==> src/htf_regs.vh <==
`ifndef HTF_REGS_VH
`define HTF_REGS_VH

// Transmit buffer sizes per channel
`define HTF_TX_DEPTH_D 64
`define HTF_TX_DEPTH_B 128
// Transmit block thresholds
`define HTF_BLK_LARGE 8'h20
`define HTF_BLK_SMALL 8'h10
// Receive side
`define HTF_RX_DEPTH 32
`define HTF_RX_BLK_MASK 12'h01F
`define HTF_LEN_MAX 12'hFFF
// Line framing
`define HTF_FLAG 8'h7E
`define HTF_ABORT_LAST 4'h6
`define HTF_STUFF_RUN 3'h5
`define HTF_CRC_POLY 16'h8408
`define HTF_CRC_INIT 16'hFFFF
// Receive status byte fields
`define HTF_RS_VFR 7
`define HTF_RS_RDO 6
`define HTF_RS_CRC 5
`define HTF_RS_RAB 4
`define HTF_RS_SA_HI 3
`define HTF_RS_SA_LO 2
`define HTF_RS_CR 1
`define HTF_RS_TA 0
// Receive operating modes
`define HTF_MODE_TRANS0 2'h0
`define HTF_MODE_TRANS1 2'h1
`define HTF_MODE_NONAUTO2 2'h2
`define HTF_MODE_OTHER 2'h3

`endif

==> src/htf_fifo.v <==
`timescale 1ns/1ns
module htf_fifo #(
  parameter WIDTH = 8,
  parameter DEPTH = 32
) (
  input wire i_clk_sys,
  input wire i_rst,
  input wire i_in_valid,
  input wire [WIDTH-1:0] i_in_data,
  output wire o_in_ready,
  output wire o_out_valid,
  output wire [WIDTH-1:0] o_out_data,
  input wire i_out_ready
);
  localparam AW = $clog2(DEPTH);
  reg [WIDTH-1:0] mem_q [0:DEPTH-1];
  reg [AW:0] wp_q;
  reg [AW:0] rp_q;
  wire full = (wp_q[AW] != rp_q[AW]) && (wp_q[AW-1:0] == rp_q[AW-1:0]);
  wire empty = (wp_q == rp_q);
  wire push = i_in_valid && !full;
  wire pop = i_out_ready && !empty;

  assign o_in_ready = !full;
  assign o_out_valid = !empty;
  assign o_out_data = mem_q[rp_q[AW-1:0]];

  always @(posedge i_clk_sys) begin
    if (push) begin
      mem_q[wp_q[AW-1:0]] <= i_in_data;
    end
  end

  always @(posedge i_clk_sys or posedge i_rst) begin
    if (i_rst) begin
      wp_q <= {(AW+1){1'b0}};
      rp_q <= {(AW+1){1'b0}};
    end else begin
      if (push) begin
        wp_q <= wp_q + 1'b1;
      end
      if (pop) begin
        rp_q <= rp_q + 1'b1;
      end
    end
  end
endmodule // htf_fifo

==> src/htf_rx_status.v <==
`timescale 1ns/1ns
`include "htf_regs.vh"
module htf_rx_status (
  input wire i_clk_sys,
  input wire i_rst,
  input wire i_rx_valid,
  input wire [7:0] i_rx_data,
  output wire o_rx_ready,
  input wire i_rx_end,
  input wire i_rx_crc_ok,
  input wire i_rx_vfr,
  input wire i_rx_rab,
  input wire i_rx_rdo,
  input wire i_rx_cr,
  input wire [1:0] i_rx_sapi,
  input wire i_rx_tei,
  input wire [1:0] i_mode,
  input wire i_rmc,
  output wire o_q_valid,
  output wire [7:0] o_q_data,
  input wire i_q_ready,
  output wire [11:0] o_message_length,
  output wire o_count_overflow_flag,
  output reg o_receive_pool_full_irq,
  output reg o_receive_message_end_irq
);
  reg stat_pend_q;
  reg [7:0] stat_q;
  reg [11:0] len_q;
  reg ov_q;
  reg done_q;
  wire addr_ok = (i_mode == `HTF_MODE_TRANS1) || (i_mode == `HTF_MODE_NONAUTO2);
  wire tei_ok = (i_mode != `HTF_MODE_TRANS0);
  wire data_take = i_rx_valid && i_q_ready && !stat_pend_q;
  wire stat_take = stat_pend_q && i_q_ready;
  wire [11:0] len_base = done_q ? 12'h000 : len_q;
  reg [7:0] stat_d;

  always @* begin
    stat_d = 8'h00;
    stat_d[`HTF_RS_VFR] = i_rx_vfr;
    stat_d[`HTF_RS_RDO] = i_rx_rdo;
    stat_d[`HTF_RS_CRC] = i_rx_crc_ok;
    stat_d[`HTF_RS_RAB] = i_rx_rab;
    stat_d[`HTF_RS_CR] = addr_ok & i_rx_cr;
    stat_d[`HTF_RS_SA_HI] = addr_ok & i_rx_sapi[1];
    stat_d[`HTF_RS_SA_LO] = addr_ok & i_rx_sapi[0];
    stat_d[`HTF_RS_TA] = tei_ok & i_rx_tei;
  end

  assign o_rx_ready = i_q_ready && !stat_pend_q;
  assign o_q_valid = stat_pend_q || i_rx_valid;
  assign o_q_data = stat_pend_q ? stat_q : i_rx_data;
  assign o_message_length = len_q;
  assign o_count_overflow_flag = ov_q;

  always @(posedge i_clk_sys or posedge i_rst) begin
    if (i_rst) begin
      stat_pend_q <= 1'b0;
      stat_q <= 8'h00;
      len_q <= 12'h000;
      ov_q <= 1'b0;
      done_q <= 1'b0;
      o_receive_pool_full_irq <= 1'b0;
      o_receive_message_end_irq <= 1'b0;
    end else begin
      o_receive_pool_full_irq <= 1'b0;
      o_receive_message_end_irq <= 1'b0;
      if (done_q && i_rmc) begin
        done_q <= 1'b0;
        len_q <= 12'h000;
        ov_q <= 1'b0;
      end
      if (i_rx_end && !stat_pend_q) begin
        stat_pend_q <= 1'b1;
        stat_q <= stat_d;
      end
      if (data_take || stat_take) begin
        done_q <= stat_take;
        if (done_q) begin
          ov_q <= 1'b0;
        end
        if (len_base == `HTF_LEN_MAX) begin
          ov_q <= 1'b1;
        end else begin
          len_q <= len_base + 12'h001;
        end
      end
      if (data_take && ((len_base & `HTF_RX_BLK_MASK) == `HTF_RX_BLK_MASK)) begin
        o_receive_pool_full_irq <= 1'b1;
      end
      if (stat_take) begin
        stat_pend_q <= 1'b0;
        o_receive_message_end_irq <= 1'b1;
      end
    end
  end
endmodule // htf_rx_status

==> src/htf_hdlc_fifo.v <==
`timescale 1ns/1ns
`include "htf_regs.vh"
// What this block does
// Status byte appended after each received frame
// Status fields reported per receive mode
// Twelve-bit length count plus overflow flag
// Cyclic transmit buffer, 64 or 128 bytes
// Threshold 16 or 32 on D, 32 on B
// Pool ready after reset or block freed
// Empty mid-frame sends seven ones, underrun
// Late D-channel collision raises message repeat
// Underrun or repeat clears buffer, blocks writes
// Transparent frame sends block, opening flag
// Message end appends CRC and closing flag
// Reset empties buffer, aborts, clears overflow flag, keeps underrun and repeat
// Writes beyond block size set overflow flag
// Pollable write-enable flag for host
// Combined command locks until closing flag
// Single command: ready once block fits
// New block size loads on commands
// Several frames may queue in buffer
// Early channel loss retransmits current frame
// Host writes at most one block each; further writes are still stored and set the overflow flag
// Pool full pulse per received block
// Message end pulse on completed frame
module htf_hdlc_fifo #(
  parameter IS_DCHAN = 1,
  parameter DEPTH = `HTF_TX_DEPTH_D,
  parameter RX_DEPTH = `HTF_RX_DEPTH
) (
  input wire i_clk_sys,
  input wire i_rst,
  input wire i_tx_wr_valid,
  input wire [7:0] i_tx_wr_data,
  input wire i_send_transparent_frame_cmd,
  input wire i_message_end_cmd,
  input wire i_transmitter_reset_cmd,
  input wire i_transmit_block_size,
  input wire i_status_read,
  output wire o_transmit_pool_ready_irq,
  output wire o_transmit_underrun_irq,
  output wire o_message_repeat_irq,
  output wire o_transmit_overflow_flag,
  output wire o_fifo_write_enable_flag,
  input wire i_line_bit_req,
  input wire i_collision,
  output wire o_line_tx_bit,
  input wire i_rx_valid,
  input wire [7:0] i_rx_data,
  output wire o_rx_ready,
  input wire i_rx_end,
  input wire i_rx_crc_ok,
  input wire i_rx_vfr,
  input wire i_rx_rab,
  input wire i_rx_rdo,
  input wire i_rx_cr,
  input wire [1:0] i_rx_sapi,
  input wire i_rx_tei,
  input wire [1:0] i_rx_mode,
  input wire i_rx_rmc,
  output wire o_rx_rd_valid,
  output wire [7:0] o_rx_rd_data,
  input wire i_rx_rd_ready,
  output wire [11:0] o_message_length,
  output wire o_count_overflow_flag,
  output wire o_receive_pool_full_irq,
  output wire o_receive_message_end_irq
);
  localparam PW = $clog2(DEPTH);
  localparam [7:0] DEPTH8 = DEPTH;
  localparam [2:0] ST_IDLE = 3'h0;
  localparam [2:0] ST_FLAG = 3'h1;
  localparam [2:0] ST_DATA = 3'h2;
  localparam [2:0] ST_CRC = 3'h3;
  localparam [2:0] ST_ABORT = 3'h4;

  function [15:0] crc_bit;
    input [15:0] c;
    input b;
    reg fb;
    begin
      fb = c[0] ^ b;
      crc_bit = {1'b0, c[15:1]} ^ (fb ? `HTF_CRC_POLY : 16'h0000);
    end
  endfunction

  reg [7:0] mem_q [0:DEPTH-1];
  reg endm_q [0:DEPTH-1];
  reg [7:0] wp_q, rp_q, commit_q, fstart_q, sent_q, wcnt_q;
  reg blk_sel_q, lock_q, wait_xpr_q, transmit_overflow_flag_q;
  reg xpr_q, xdu_q, xmr_q;
  reg [2:0] st_q;
  reg [3:0] bitc_q;
  reg [2:0] ones_q;
  reg [7:0] sh_q;
  reg em_q, closing_q, tx_bit_q;
  reg [15:0] crc_q, crcsh_q;

  wire [7:0] blk = (IS_DCHAN != 0 && blk_sel_q) ? `HTF_BLK_SMALL : `HTF_BLK_LARGE;
  wire in_frame = (st_q == ST_FLAG && !closing_q) || st_q == ST_DATA || st_q == ST_CRC;
  wire hold_first = in_frame && (sent_q <= blk);
  wire [7:0] rel = hold_first ? fstart_q : rp_q;
  wire [7:0] used = wp_q - rel;
  wire [7:0] free = DEPTH8 - used;
  wire err_lock = xdu_q | xmr_q;
  wire have_data = (rp_q != commit_q);
  wire cmd_xtf = i_send_transparent_frame_cmd;
  wire cmd_xme = i_message_end_cmd;
  wire cmd_any = cmd_xtf | cmd_xme;
  wire wr_ok = i_tx_wr_valid && !err_lock && !lock_q && (free != 8'h00);
  wire [7:0] wp_n = wr_ok ? wp_q + 8'h01 : wp_q;
  wire [7:0] end_idx = wp_n - 8'h01;
  wire close_edge = (st_q == ST_FLAG) && closing_q && (bitc_q == 4'h0);
  wire stuff = (st_q == ST_DATA || st_q == ST_CRC || close_edge) && (ones_q == `HTF_STUFF_RUN);
  wire [15:0] crc_n = crc_bit(crc_q, sh_q[0]);
  wire [7:0] flag = `HTF_FLAG;

  assign o_transmit_pool_ready_irq = xpr_q;
  assign o_transmit_underrun_irq = xdu_q;
  assign o_message_repeat_irq = xmr_q;
  assign o_transmit_overflow_flag = transmit_overflow_flag_q;
  assign o_fifo_write_enable_flag = !err_lock && !lock_q && (wcnt_q < blk) && (free != 8'h00);
  assign o_line_tx_bit = tx_bit_q;

  // Buffer storage; end marks tag the last byte of a frame
  always @(posedge i_clk_sys) begin
    if (wr_ok) begin
      mem_q[wp_q[PW-1:0]] <= i_tx_wr_data;
      endm_q[wp_q[PW-1:0]] <= 1'b0;
    end
    if (cmd_xme && wp_n != commit_q) begin
      endm_q[end_idx[PW-1:0]] <= 1'b1;
    end
  end

  always @(posedge i_clk_sys or posedge i_rst) begin
    if (i_rst) begin
      wp_q <= 8'h00;
      rp_q <= 8'h00;
      commit_q <= 8'h00;
      fstart_q <= 8'h00;
      sent_q <= 8'h00;
      wcnt_q <= 8'h00;
      blk_sel_q <= 1'b0;
      lock_q <= 1'b0;
      wait_xpr_q <= 1'b0;
      transmit_overflow_flag_q <= 1'b0;
      xpr_q <= 1'b0;
      xdu_q <= 1'b0;
      xmr_q <= 1'b0;
      st_q <= ST_IDLE;
      bitc_q <= 4'h0;
      ones_q <= 3'h0;
      sh_q <= 8'h00;
      em_q <= 1'b0;
      closing_q <= 1'b0;
      tx_bit_q <= 1'b1;
      crc_q <= `HTF_CRC_INIT;
      crcsh_q <= 16'h0000;
    end else begin
      if (i_status_read) begin
        xpr_q <= 1'b0;
        xdu_q <= 1'b0;
        xmr_q <= 1'b0;
      end
      // Host write side
      if (wr_ok) begin
        wp_q <= wp_n;
        if (wcnt_q >= blk) begin
          transmit_overflow_flag_q <= 1'b1;
        end else begin
          wcnt_q <= wcnt_q + 8'h01;
        end
      end
      if (cmd_any) begin
        commit_q <= wp_n;
        wcnt_q <= 8'h00;
        blk_sel_q <= i_transmit_block_size;
        if (cmd_xtf && cmd_xme) begin
          lock_q <= 1'b1;
          wait_xpr_q <= 1'b0;
        end else begin
          wait_xpr_q <= 1'b1;
        end
      end
      if (wait_xpr_q && !lock_q && free >= blk) begin
        xpr_q <= 1'b1;
        wait_xpr_q <= 1'b0;
      end
      // Serial transmitter
      if (i_line_bit_req) begin
        if (stuff) begin
          tx_bit_q <= 1'b0;
          ones_q <= 3'h0;
        end else begin
          case (st_q)
            ST_IDLE: begin
              tx_bit_q <= 1'b1;
              if (have_data) begin
                st_q <= ST_FLAG;
                bitc_q <= 4'h0;
                closing_q <= 1'b0;
                fstart_q <= rp_q;
                sent_q <= 8'h00;
              end
            end
            ST_FLAG: begin
              tx_bit_q <= flag[bitc_q[2:0]];
              bitc_q <= bitc_q + 4'h1;
              if (bitc_q == 4'h7) begin
                bitc_q <= 4'h0;
                if (closing_q && lock_q) begin
                  lock_q <= 1'b0;
                  xpr_q <= 1'b1;
                end
                if (!closing_q || (have_data && !lock_q)) begin
                  st_q <= ST_DATA;
                  closing_q <= 1'b0;
                  fstart_q <= rp_q;
                  sent_q <= 8'h01;
                  crc_q <= `HTF_CRC_INIT;
                  ones_q <= 3'h0;
                  sh_q <= mem_q[rp_q[PW-1:0]];
                  em_q <= endm_q[rp_q[PW-1:0]];
                  rp_q <= rp_q + 8'h01;
                end else begin
                  st_q <= ST_IDLE;
                end
              end
            end
            ST_DATA: begin
              tx_bit_q <= sh_q[0];
              crc_q <= crc_n;
              ones_q <= sh_q[0] ? ones_q + 3'h1 : 3'h0;
              sh_q <= {1'b0, sh_q[7:1]};
              bitc_q <= bitc_q + 4'h1;
              if (bitc_q == 4'h7) begin
                bitc_q <= 4'h0;
                if (em_q) begin
                  st_q <= ST_CRC;
                  crcsh_q <= ~crc_n;
                end else if (have_data) begin
                  sh_q <= mem_q[rp_q[PW-1:0]];
                  em_q <= endm_q[rp_q[PW-1:0]];
                  rp_q <= rp_q + 8'h01;
                  if (sent_q <= blk) begin
                    sent_q <= sent_q + 8'h01;
                  end
                end else begin
                  st_q <= ST_ABORT;
                  xdu_q <= 1'b1;
                  xpr_q <= 1'b1;
                  wp_q <= 8'h00;
                  rp_q <= 8'h00;
                  commit_q <= 8'h00;
                  wcnt_q <= 8'h00;
                  wait_xpr_q <= 1'b0;
                  lock_q <= 1'b0;
                end
              end
            end
            ST_CRC: begin
              tx_bit_q <= crcsh_q[0];
              ones_q <= crcsh_q[0] ? ones_q + 3'h1 : 3'h0;
              crcsh_q <= {1'b0, crcsh_q[15:1]};
              bitc_q <= bitc_q + 4'h1;
              if (bitc_q == 4'hF) begin
                bitc_q <= 4'h0;
                st_q <= ST_FLAG;
                closing_q <= 1'b1;
              end
            end
            ST_ABORT: begin
              tx_bit_q <= 1'b1;
              bitc_q <= bitc_q + 4'h1;
              if (bitc_q == `HTF_ABORT_LAST) begin
                st_q <= ST_IDLE;
                bitc_q <= 4'h0;
              end
            end
            default: begin
              st_q <= ST_IDLE;
            end
          endcase
        end
      end
      // Channel lost while a frame is going out
      if (i_collision && IS_DCHAN != 0 && in_frame) begin
        bitc_q <= 4'h0;
        ones_q <= 3'h0;
        if (hold_first) begin
          rp_q <= fstart_q;
          st_q <= ST_IDLE;
        end else begin
          xmr_q <= 1'b1;
          xpr_q <= 1'b1;
          st_q <= ST_ABORT;
          wp_q <= 8'h00;
          rp_q <= 8'h00;
          commit_q <= 8'h00;
          wcnt_q <= 8'h00;
          wait_xpr_q <= 1'b0;
          lock_q <= 1'b0;
        end
      end
      if (i_transmitter_reset_cmd) begin
        wp_q <= 8'h00;
        rp_q <= 8'h00;
        commit_q <= 8'h00;
        wcnt_q <= 8'h00;
        transmit_overflow_flag_q <= 1'b0;
        lock_q <= 1'b0;
        wait_xpr_q <= 1'b0;
        blk_sel_q <= i_transmit_block_size;
        st_q <= ST_ABORT;
        bitc_q <= 4'h0;
        ones_q <= 3'h0;
        closing_q <= 1'b0;
        xpr_q <= 1'b1;
      end
    end
  end

  wire q_valid;
  wire [7:0] q_data;
  wire q_ready;

  htf_rx_status u_rx_status (
    .i_clk_sys(i_clk_sys),
    .i_rst(i_rst),
    .i_rx_valid(i_rx_valid),
    .i_rx_data(i_rx_data),
    .o_rx_ready(o_rx_ready),
    .i_rx_end(i_rx_end),
    .i_rx_crc_ok(i_rx_crc_ok),
    .i_rx_vfr(i_rx_vfr),
    .i_rx_rab(i_rx_rab),
    .i_rx_rdo(i_rx_rdo),
    .i_rx_cr(i_rx_cr),
    .i_rx_sapi(i_rx_sapi),
    .i_rx_tei(i_rx_tei),
    .i_mode(i_rx_mode),
    .i_rmc(i_rx_rmc),
    .o_q_valid(q_valid),
    .o_q_data(q_data),
    .i_q_ready(q_ready),
    .o_message_length(o_message_length),
    .o_count_overflow_flag(o_count_overflow_flag),
    .o_receive_pool_full_irq(o_receive_pool_full_irq),
    .o_receive_message_end_irq(o_receive_message_end_irq)
  );

  htf_fifo #(
    .WIDTH(8),
    .DEPTH(RX_DEPTH)
  ) u_rx_fifo (
    .i_clk_sys(i_clk_sys),
    .i_rst(i_rst),
    .i_in_valid(q_valid),
    .i_in_data(q_data),
    .o_in_ready(q_ready),
    .o_out_valid(o_rx_rd_valid),
    .o_out_data(o_rx_rd_data),
    .i_out_ready(i_rx_rd_ready)
  );
endmodule // htf_hdlc_fifo

==> config.mk <==
export PLATFORM = sky130hd
export DESIGN_NAME = htf_hdlc_fifo
export DESIGN_NICKNAME = d
export VERILOG_FILES = /design/src/htf_fifo.v /design/src/htf_rx_status.v /design/src/htf_hdlc_fifo.v
export VERILOG_INCLUDE_DIRS = /design/src
export SDC_FILE = /design/constraint.sdc
export NUM_CORES = 1
export LEC_CHECK = 0
export ABC_CLOCK_PERIOD_IN_PS = 7800
export BUFFER_PORTS_ARGS = -buffer_cell sky130_fd_sc_hd__clkbuf_2
export CORE_MARGIN = 8
export CORE_UTILIZATION = 35
export DETAILED_ROUTE_END_ITERATION = 16
export SETUP_SLACK_MARGIN = 0.05
export SLEW_MARGIN = 20
export SYNTH_ARGS = -nofsm -noshare
export SYNTH_HDL_FRONTEND = slang
export SYNTH_HIERARCHICAL = 1
export SYNTH_SLANG_ARGS = --single-unit
export TNS_END_PERCENT = 1
==> constraint.sdc <==
create_clock -name i_clk_sys -period 7.8 [get_ports i_clk_sys]
set_input_delay 1.17 -clock i_clk_sys [delete_from_list [all_inputs] [get_ports i_clk_sys]]
set_output_delay 1.17 -clock i_clk_sys [all_outputs]
set_load 0.01 [all_outputs]
## After elaboration in Yosys (flattened, before gate mapping)

Memories as Yosys holds them, arrays and structs flattened.
Index checks and enable logic that the tools add are counted.

| word-level totals | value |
|---|---|
| register bits after elaboration | 145 |
| memory bits (writable) | 832 |
| ROM bits | 8 |
| input bits | 40 |
| output and inout port bits | 31 |
| memories kept | 4 |

Memories:

| memory | depth | bits a word | read ports | clocked after memory_dff | wr ports | line | source |
|---|---|---|---|---|---|---|---|
| mem_q | 64 | 8 | 1 | 0 | 1 | htf_hdlc_fifo.v:87 | `reg [7:0] mem_q [0:DEPTH-1];` |
| u_rx_fifo.mem_q | 32 | 8 | 1 | 0 | 1 | htf_fifo.v:16 | `reg [WIDTH-1:0] mem_q [0:DEPTH-1];` |
| endm_q | 64 | 1 | 1 | 0 | 2 | htf_hdlc_fifo.v:88 | `reg endm_q [0:DEPTH-1];` |
| (no name shown) | 8 | 1 | 1 | 0 | 0 | htf_hdlc_fifo.v:208 | `tx_bit_q <= flag[bitc_q[2:0]];` |

| operators by class | value |
|---|---|
| add/sub/neg operators | 12 |
| $lt $le $gt $ge | 5 |
| equal/unequal tests | 41 |
| muxes and demuxes | 194 |
| bitwise logic cells | 10 |
| reductions and logical operators | 76 |

Operators with widths:

| operator | count |
|---|---|
| $mux 8 | 60 |
| $mux 1 | 81 |
| $mux 16 | 5 |
| $pmux 16 s2 | 2 |
| $mux 3 | 20 |
| $mux 12 | 4 |
| $pmux 8 s2 | 3 |
| $add 8x1->8 const B | 4 |
| $mux 4 | 8 |
| $logic_and 1x1->1 | 28 |
| $pmux 8 s3 | 1 |
| $reduce_bool 2->1 | 10 |
| $ge 8x6->1 | 2 |
| $ne 4x2->1 const B | 4 |
| $ne 8x8->1 | 2 |
| $not 16->16 | 1 |
| $pmux 4 s4 | 1 |
| $xor 15x16->16 | 1 |
| $pmux 3 s5 | 1 |
| $reduce_and 7->1 | 2 |
| $add 12x1->12 const B | 1 |
| $add 6x1->6 const B | 2 |
| $eq 12x12->1 const B | 1 |
| $ne 3x2->1 const B | 4 |
| other kinds (52) | 90 |

## Longest topological paths before layout

| depth | value |
|---|---|
| word-level depth | 21 |
| depth in mapped cells | 30 |
| depth with buffers taken out | 27 |

## Modules after synthesis

The synthesis kept the hierarchy.

Modules (own cells, without submodules):

| module | times used | cells each | area an instance (um2) |
|---|---|---|---|
| htf_hdlc_fifo | 1 | 1854 | 29385.7 |
| htf_fifo | 1 | 471 | 10538.9 |
| htf_rx_status | 1 | 144 | 1402.6 |

## Least setup slack after synthesis

No wires, ideal clock.

| timing path | value |
|---|---|
| kind | reg2reg |
| from | register blk_sel_q |
| to | memory endm_q[57] |
| library setup time | 0.085 ns |
| arrival | 5.757 ns |
| slack | 1.958 ns |
| stages on the path, launching flop included | 29 |
| clock period less this slack | 5.842 ns |
| path through | dfrtp_1 > ha_1 > or3b_1 > o22ai_2 > nand3_1 > clkinv_1 > nor2_1 > a21oi_1 > ha_1 > inv_1 > ha_1 > inv_1 > fa_1 > nor2b_1 > o31a_1 > o21a_1 > o22a_2 > o211ai_2 > buf_2 > nand2_2 > xnor2_2 > inv_1 > clkbuf_1 > ha_1 > inv_1 > or4_1 > o31a_1 > buf_6 > o31ai_2 |

RTL lines:

| element | line | source |
|---|---|---|
| start: declaration | htf_hdlc_fifo.v:90 | `reg blk_sel_q, lock_q, wait_xpr_q, transmit_overflow_flag_q;` |
| start signal: assignment | htf_hdlc_fifo.v:178 | `blk_sel_q <= i_transmit_block_size;` |
| start signal: assignment | htf_hdlc_fifo.v:314 | `blk_sel_q <= i_transmit_block_size;` |
| end: declaration | htf_hdlc_fifo.v:88 |  |

==> results.json <==
{
  "num_antenna_cells": 0,
  "postCtsSetupBuffers": 0,
  "drt-initial-drc-count": 2054,
  "max-cap-violations": 0,
  "routabilityCongestion": 0.855,
  "dpl-instance-area_um2": 43300,
  "power_density_nw_per_um2": 285,
  "syn2layout_area_growth_pct": 13.3,
  "fin_nets": 2619,
  "grt_max_degree": 65,
  "cts_resized": 0,
  "drc": 0,
  "grt_overflow": 0,
  "synthArstFlopShare_pct": 14.8,
  "finalHoldViolations": 0,
  "core_area_um2": 118000,
  "worstSkewPairLatency_ps": 680,
  "yosysTopAreaCell": "edfxtp_1",
  "wl_mm": 98.0,
  "wl_per_cell_um": 23.6,
  "viasPerCell": 5.47,
  "timing.fmax_ghz": 0.145,
  "cts_root_buf": "clkbuf_16",
  "grtUsageTotal_pct": 14.9,
  "grt_pass1_wl_mm": 151,
  "synth_area_per_cell_um2": 16.7,
  "cts_buffers": 100,
  "ys.warnings.count": 6,
  "cts.clk_slew.worst_paths_ps": 60,
  "worstSetupStartpointType": "register",
  "ios": 71,
  "setup-tns-final_ps": 0,
  "timing.final.crit_share_pct": 88.4,
  "yosys-top-cells-count": "edfxtp_1 (768), mux4_2 (269), nor2_1 (215)",
  "postLayoutCoreUtil_pct": 39.8,
  "ys_ff_latch": 977,
  "num_vias": 22746,
  "p_total_mw": 13.3,
  "crit_required_ps": 8320,
  "fp.dieH_um": 360,
  "synth_top_area_share_pct": 55.8,
  "worst_setup_path_end_kind": "register",
  "ctsHoldBuffers": 0,
  "synth-edff-count": 768,
  "outcome": "complete, no violations",
  "postRouteAntennaNets": 0,
  "synth_flop_cell": "edfxtp_1",
  "maxSlewHeadroom_pct": 30.5,
  "max_slew.worst_pin.slew_ps": 1040,
  "finalSetupViolations": 0,
  "p_leak_nw": 15.5,
  "die_area_um2": 129000,
  "seq_area_frac_synth_pct": 67.7,
  "htreeDepth": 3,
  "stdcell_count": 4159,
  "dp.final_hpwl_mm": 61.7,
  "antenna_found_initial": 2,
  "syn_inst": 2469,
  "die_w_um": 360,
  "period_needed_ps": 6900,
  "cts_tree": "done",
  "drv_slew": 0,
  "num_rows": 126,
  "synth.distinct_cells": 91,
  "synth_fp_nets": 2549,
  "synthTopCellsByArea": "edfxtp_1 (56%), mux4_2 (15%), dfrtp_1 (7.8%)",
  "dp_cells": 3972,
  "min_path_type": "register to register",
  "clockBufferDepth": 3,
  "numClockSinks": 977,
  "crit_arrival_ps": 7410,
  "skew_ps": 35.8,
  "numPortBuffers": 70,
  "path_class": "register to register",
  "ir_drop_v": 0.000199,
  "finalInstanceArea_um2": 46800,
  "grt_pass1_vias": 23717,
  "drt_pass1_iterations": 8,
  "netlist_area_um2": 41300,
  "synthMostInstantiatedCell": "edfxtp_1",
  "drive_gt1_share_pct": 25.0,
  "start_util_pct": 35.1,
  "rsz0062_at_grt": "no",
  "path_max_fanout": 16
}
-- worst max-delay path, cell delays in order, from the launching register on --
cell      delay (ps)
dfrtp_1          480
ha_1             340
or3b_1           390
o22ai_2          190
nand3_1          270
clkinv_1         250
nor2_1            60
a21oi_1          150
ha_1             180
inv_1             50
ha_1             220
inv_1             90
fa_1             210
nor2b_1           70
o31a_1           250
o21a_1           200
o22a_2           250
o211ai_2         490
nand2_1          780
o221ai_1         420
nand4_1          270
o211ai_2         900
o31ai_1          220
-- through the flow --
| stage | hold slack [ps] | setup WS [ps] |
|---|---|---|
| finish | 481 | 904 |
| global route | 509 | 535 |
| CTS | 480 | 994 |
| detailed placement | 465 | 1010 |
| global placement | 458 | 1360 |
| floorplan | 444 | 1960 |
-- flip-flops by register name, indices dropped and copies added, names as in the netlist, 3 cells and up --
| name | count |
|---|---|
| wcnt_q | 8 |
| sh_q | 8 |
| mem_q | 512 |
| rp_q | 8 |
| sent_q | 8 |
| ones_q | 3 |
| commit_q | 8 |
| crc_q | 16 |
| u_rx_status/stat_q | 8 |
| u_rx_fifo/wp_q | 6 |
| crcsh_q | 16 |
| u_rx_status/o_message_length | 12 |
| st_q | 3 |
| u_rx_fifo/mem_q | 256 |
| bitc_q | 4 |
| wp_q | 8 |
| fstart_q | 8 |
| endm_q | 64 |
| u_rx_fifo/rp_q | 6 |
-- layout by cell type (no fill, tap or decap), types with 14 or more instances in the layout --
cell type,count
clkinv_1,15
mux4_2,269
nor2_1,214
edfxtp_1,768
xor2_1,18
buf_4,37
clkbuf_16,103
o21ai_0,140
dfrtp_1,121
o31ai_2,16
nand2_1,117
mux2_2,31
a21oi_1,57
and3_1,15
dfxtp_1,64
clkbuf_2,70
o31ai_1,51
nor3_1,24
xnor2_1,38
clkinv_2,18
ha_1,39
bufinv_16,14
mux2i_1,15
dfstp_2,17
inv_1,45
nand3_1,39
a211oi_1,14
-- worst paths after layout --
kind                                   startpoint                            end  slack (ps)  cells after the start
hold reg to reg            crcsh_q[7]$_DFFE_PP0P_         crcsh_q[7]$_DFFE_PP0P_         480                      2
max in group asynchronous                   i_rst            wcnt_q[3]$_DFF_PP0_        5880                      3
setup / recovery            blk_sel_q$_DFFE_PP0P_              endm_q[2]$_DFF_P_         900                     22
setup reg to reg            blk_sel_q$_DFFE_PP0P_              endm_q[2]$_DFF_P_         900                     22
hold / removal             crcsh_q[7]$_DFFE_PP0P_         crcsh_q[7]$_DFFE_PP0P_         480                      2
min in group asynchronous                   i_rst  u_rx_fifo/wp_q[4]$_DFFE_PP0P_         590                      2
-- cells by family after synthesis --
logic type      count (synthesis)  share of synthesized area [%]
compound gates                374                           6.06
simple gates                  512                           5.80
buf+inv                       189                           1.89
xor+xnor                       60                           1.36
fa+ha+maj                      40                           1.23
flops                         977                           67.7
mux                           317                           15.9
-- per-layer routing --
metal | global-route usage (%) | part of all wire (%)
met2 | 25.4 | 50
met1 | 19.4 | 42
met5 | 0 | 0.0071
met3 | 2.60 | 6.0
met4 | 4.37 | 2.4
-- layout make-up --
cell class / count / area [µm²]
Inverter: 49 / 186
Fill cell: 10543 / 70800
Tap cell: 1536 / 1920
Timing Repair Buffer: 108 / 648
Multi-Input combinational cell: 1303 / 12600
Clock inverter: 62 / 766
Clock buffer: 124 / 2750
Sequential cell: 977 / 28000
-- power by group --
| part | switching [mW] | internal [mW] |
|---|---|---|
| clock network | 2.06 | 2.98 |
| registers | 0.334 | 6.00 |
| logic | 1.07 | 0.895 |
No activity file was read; power rests on OpenSTA's default activity.
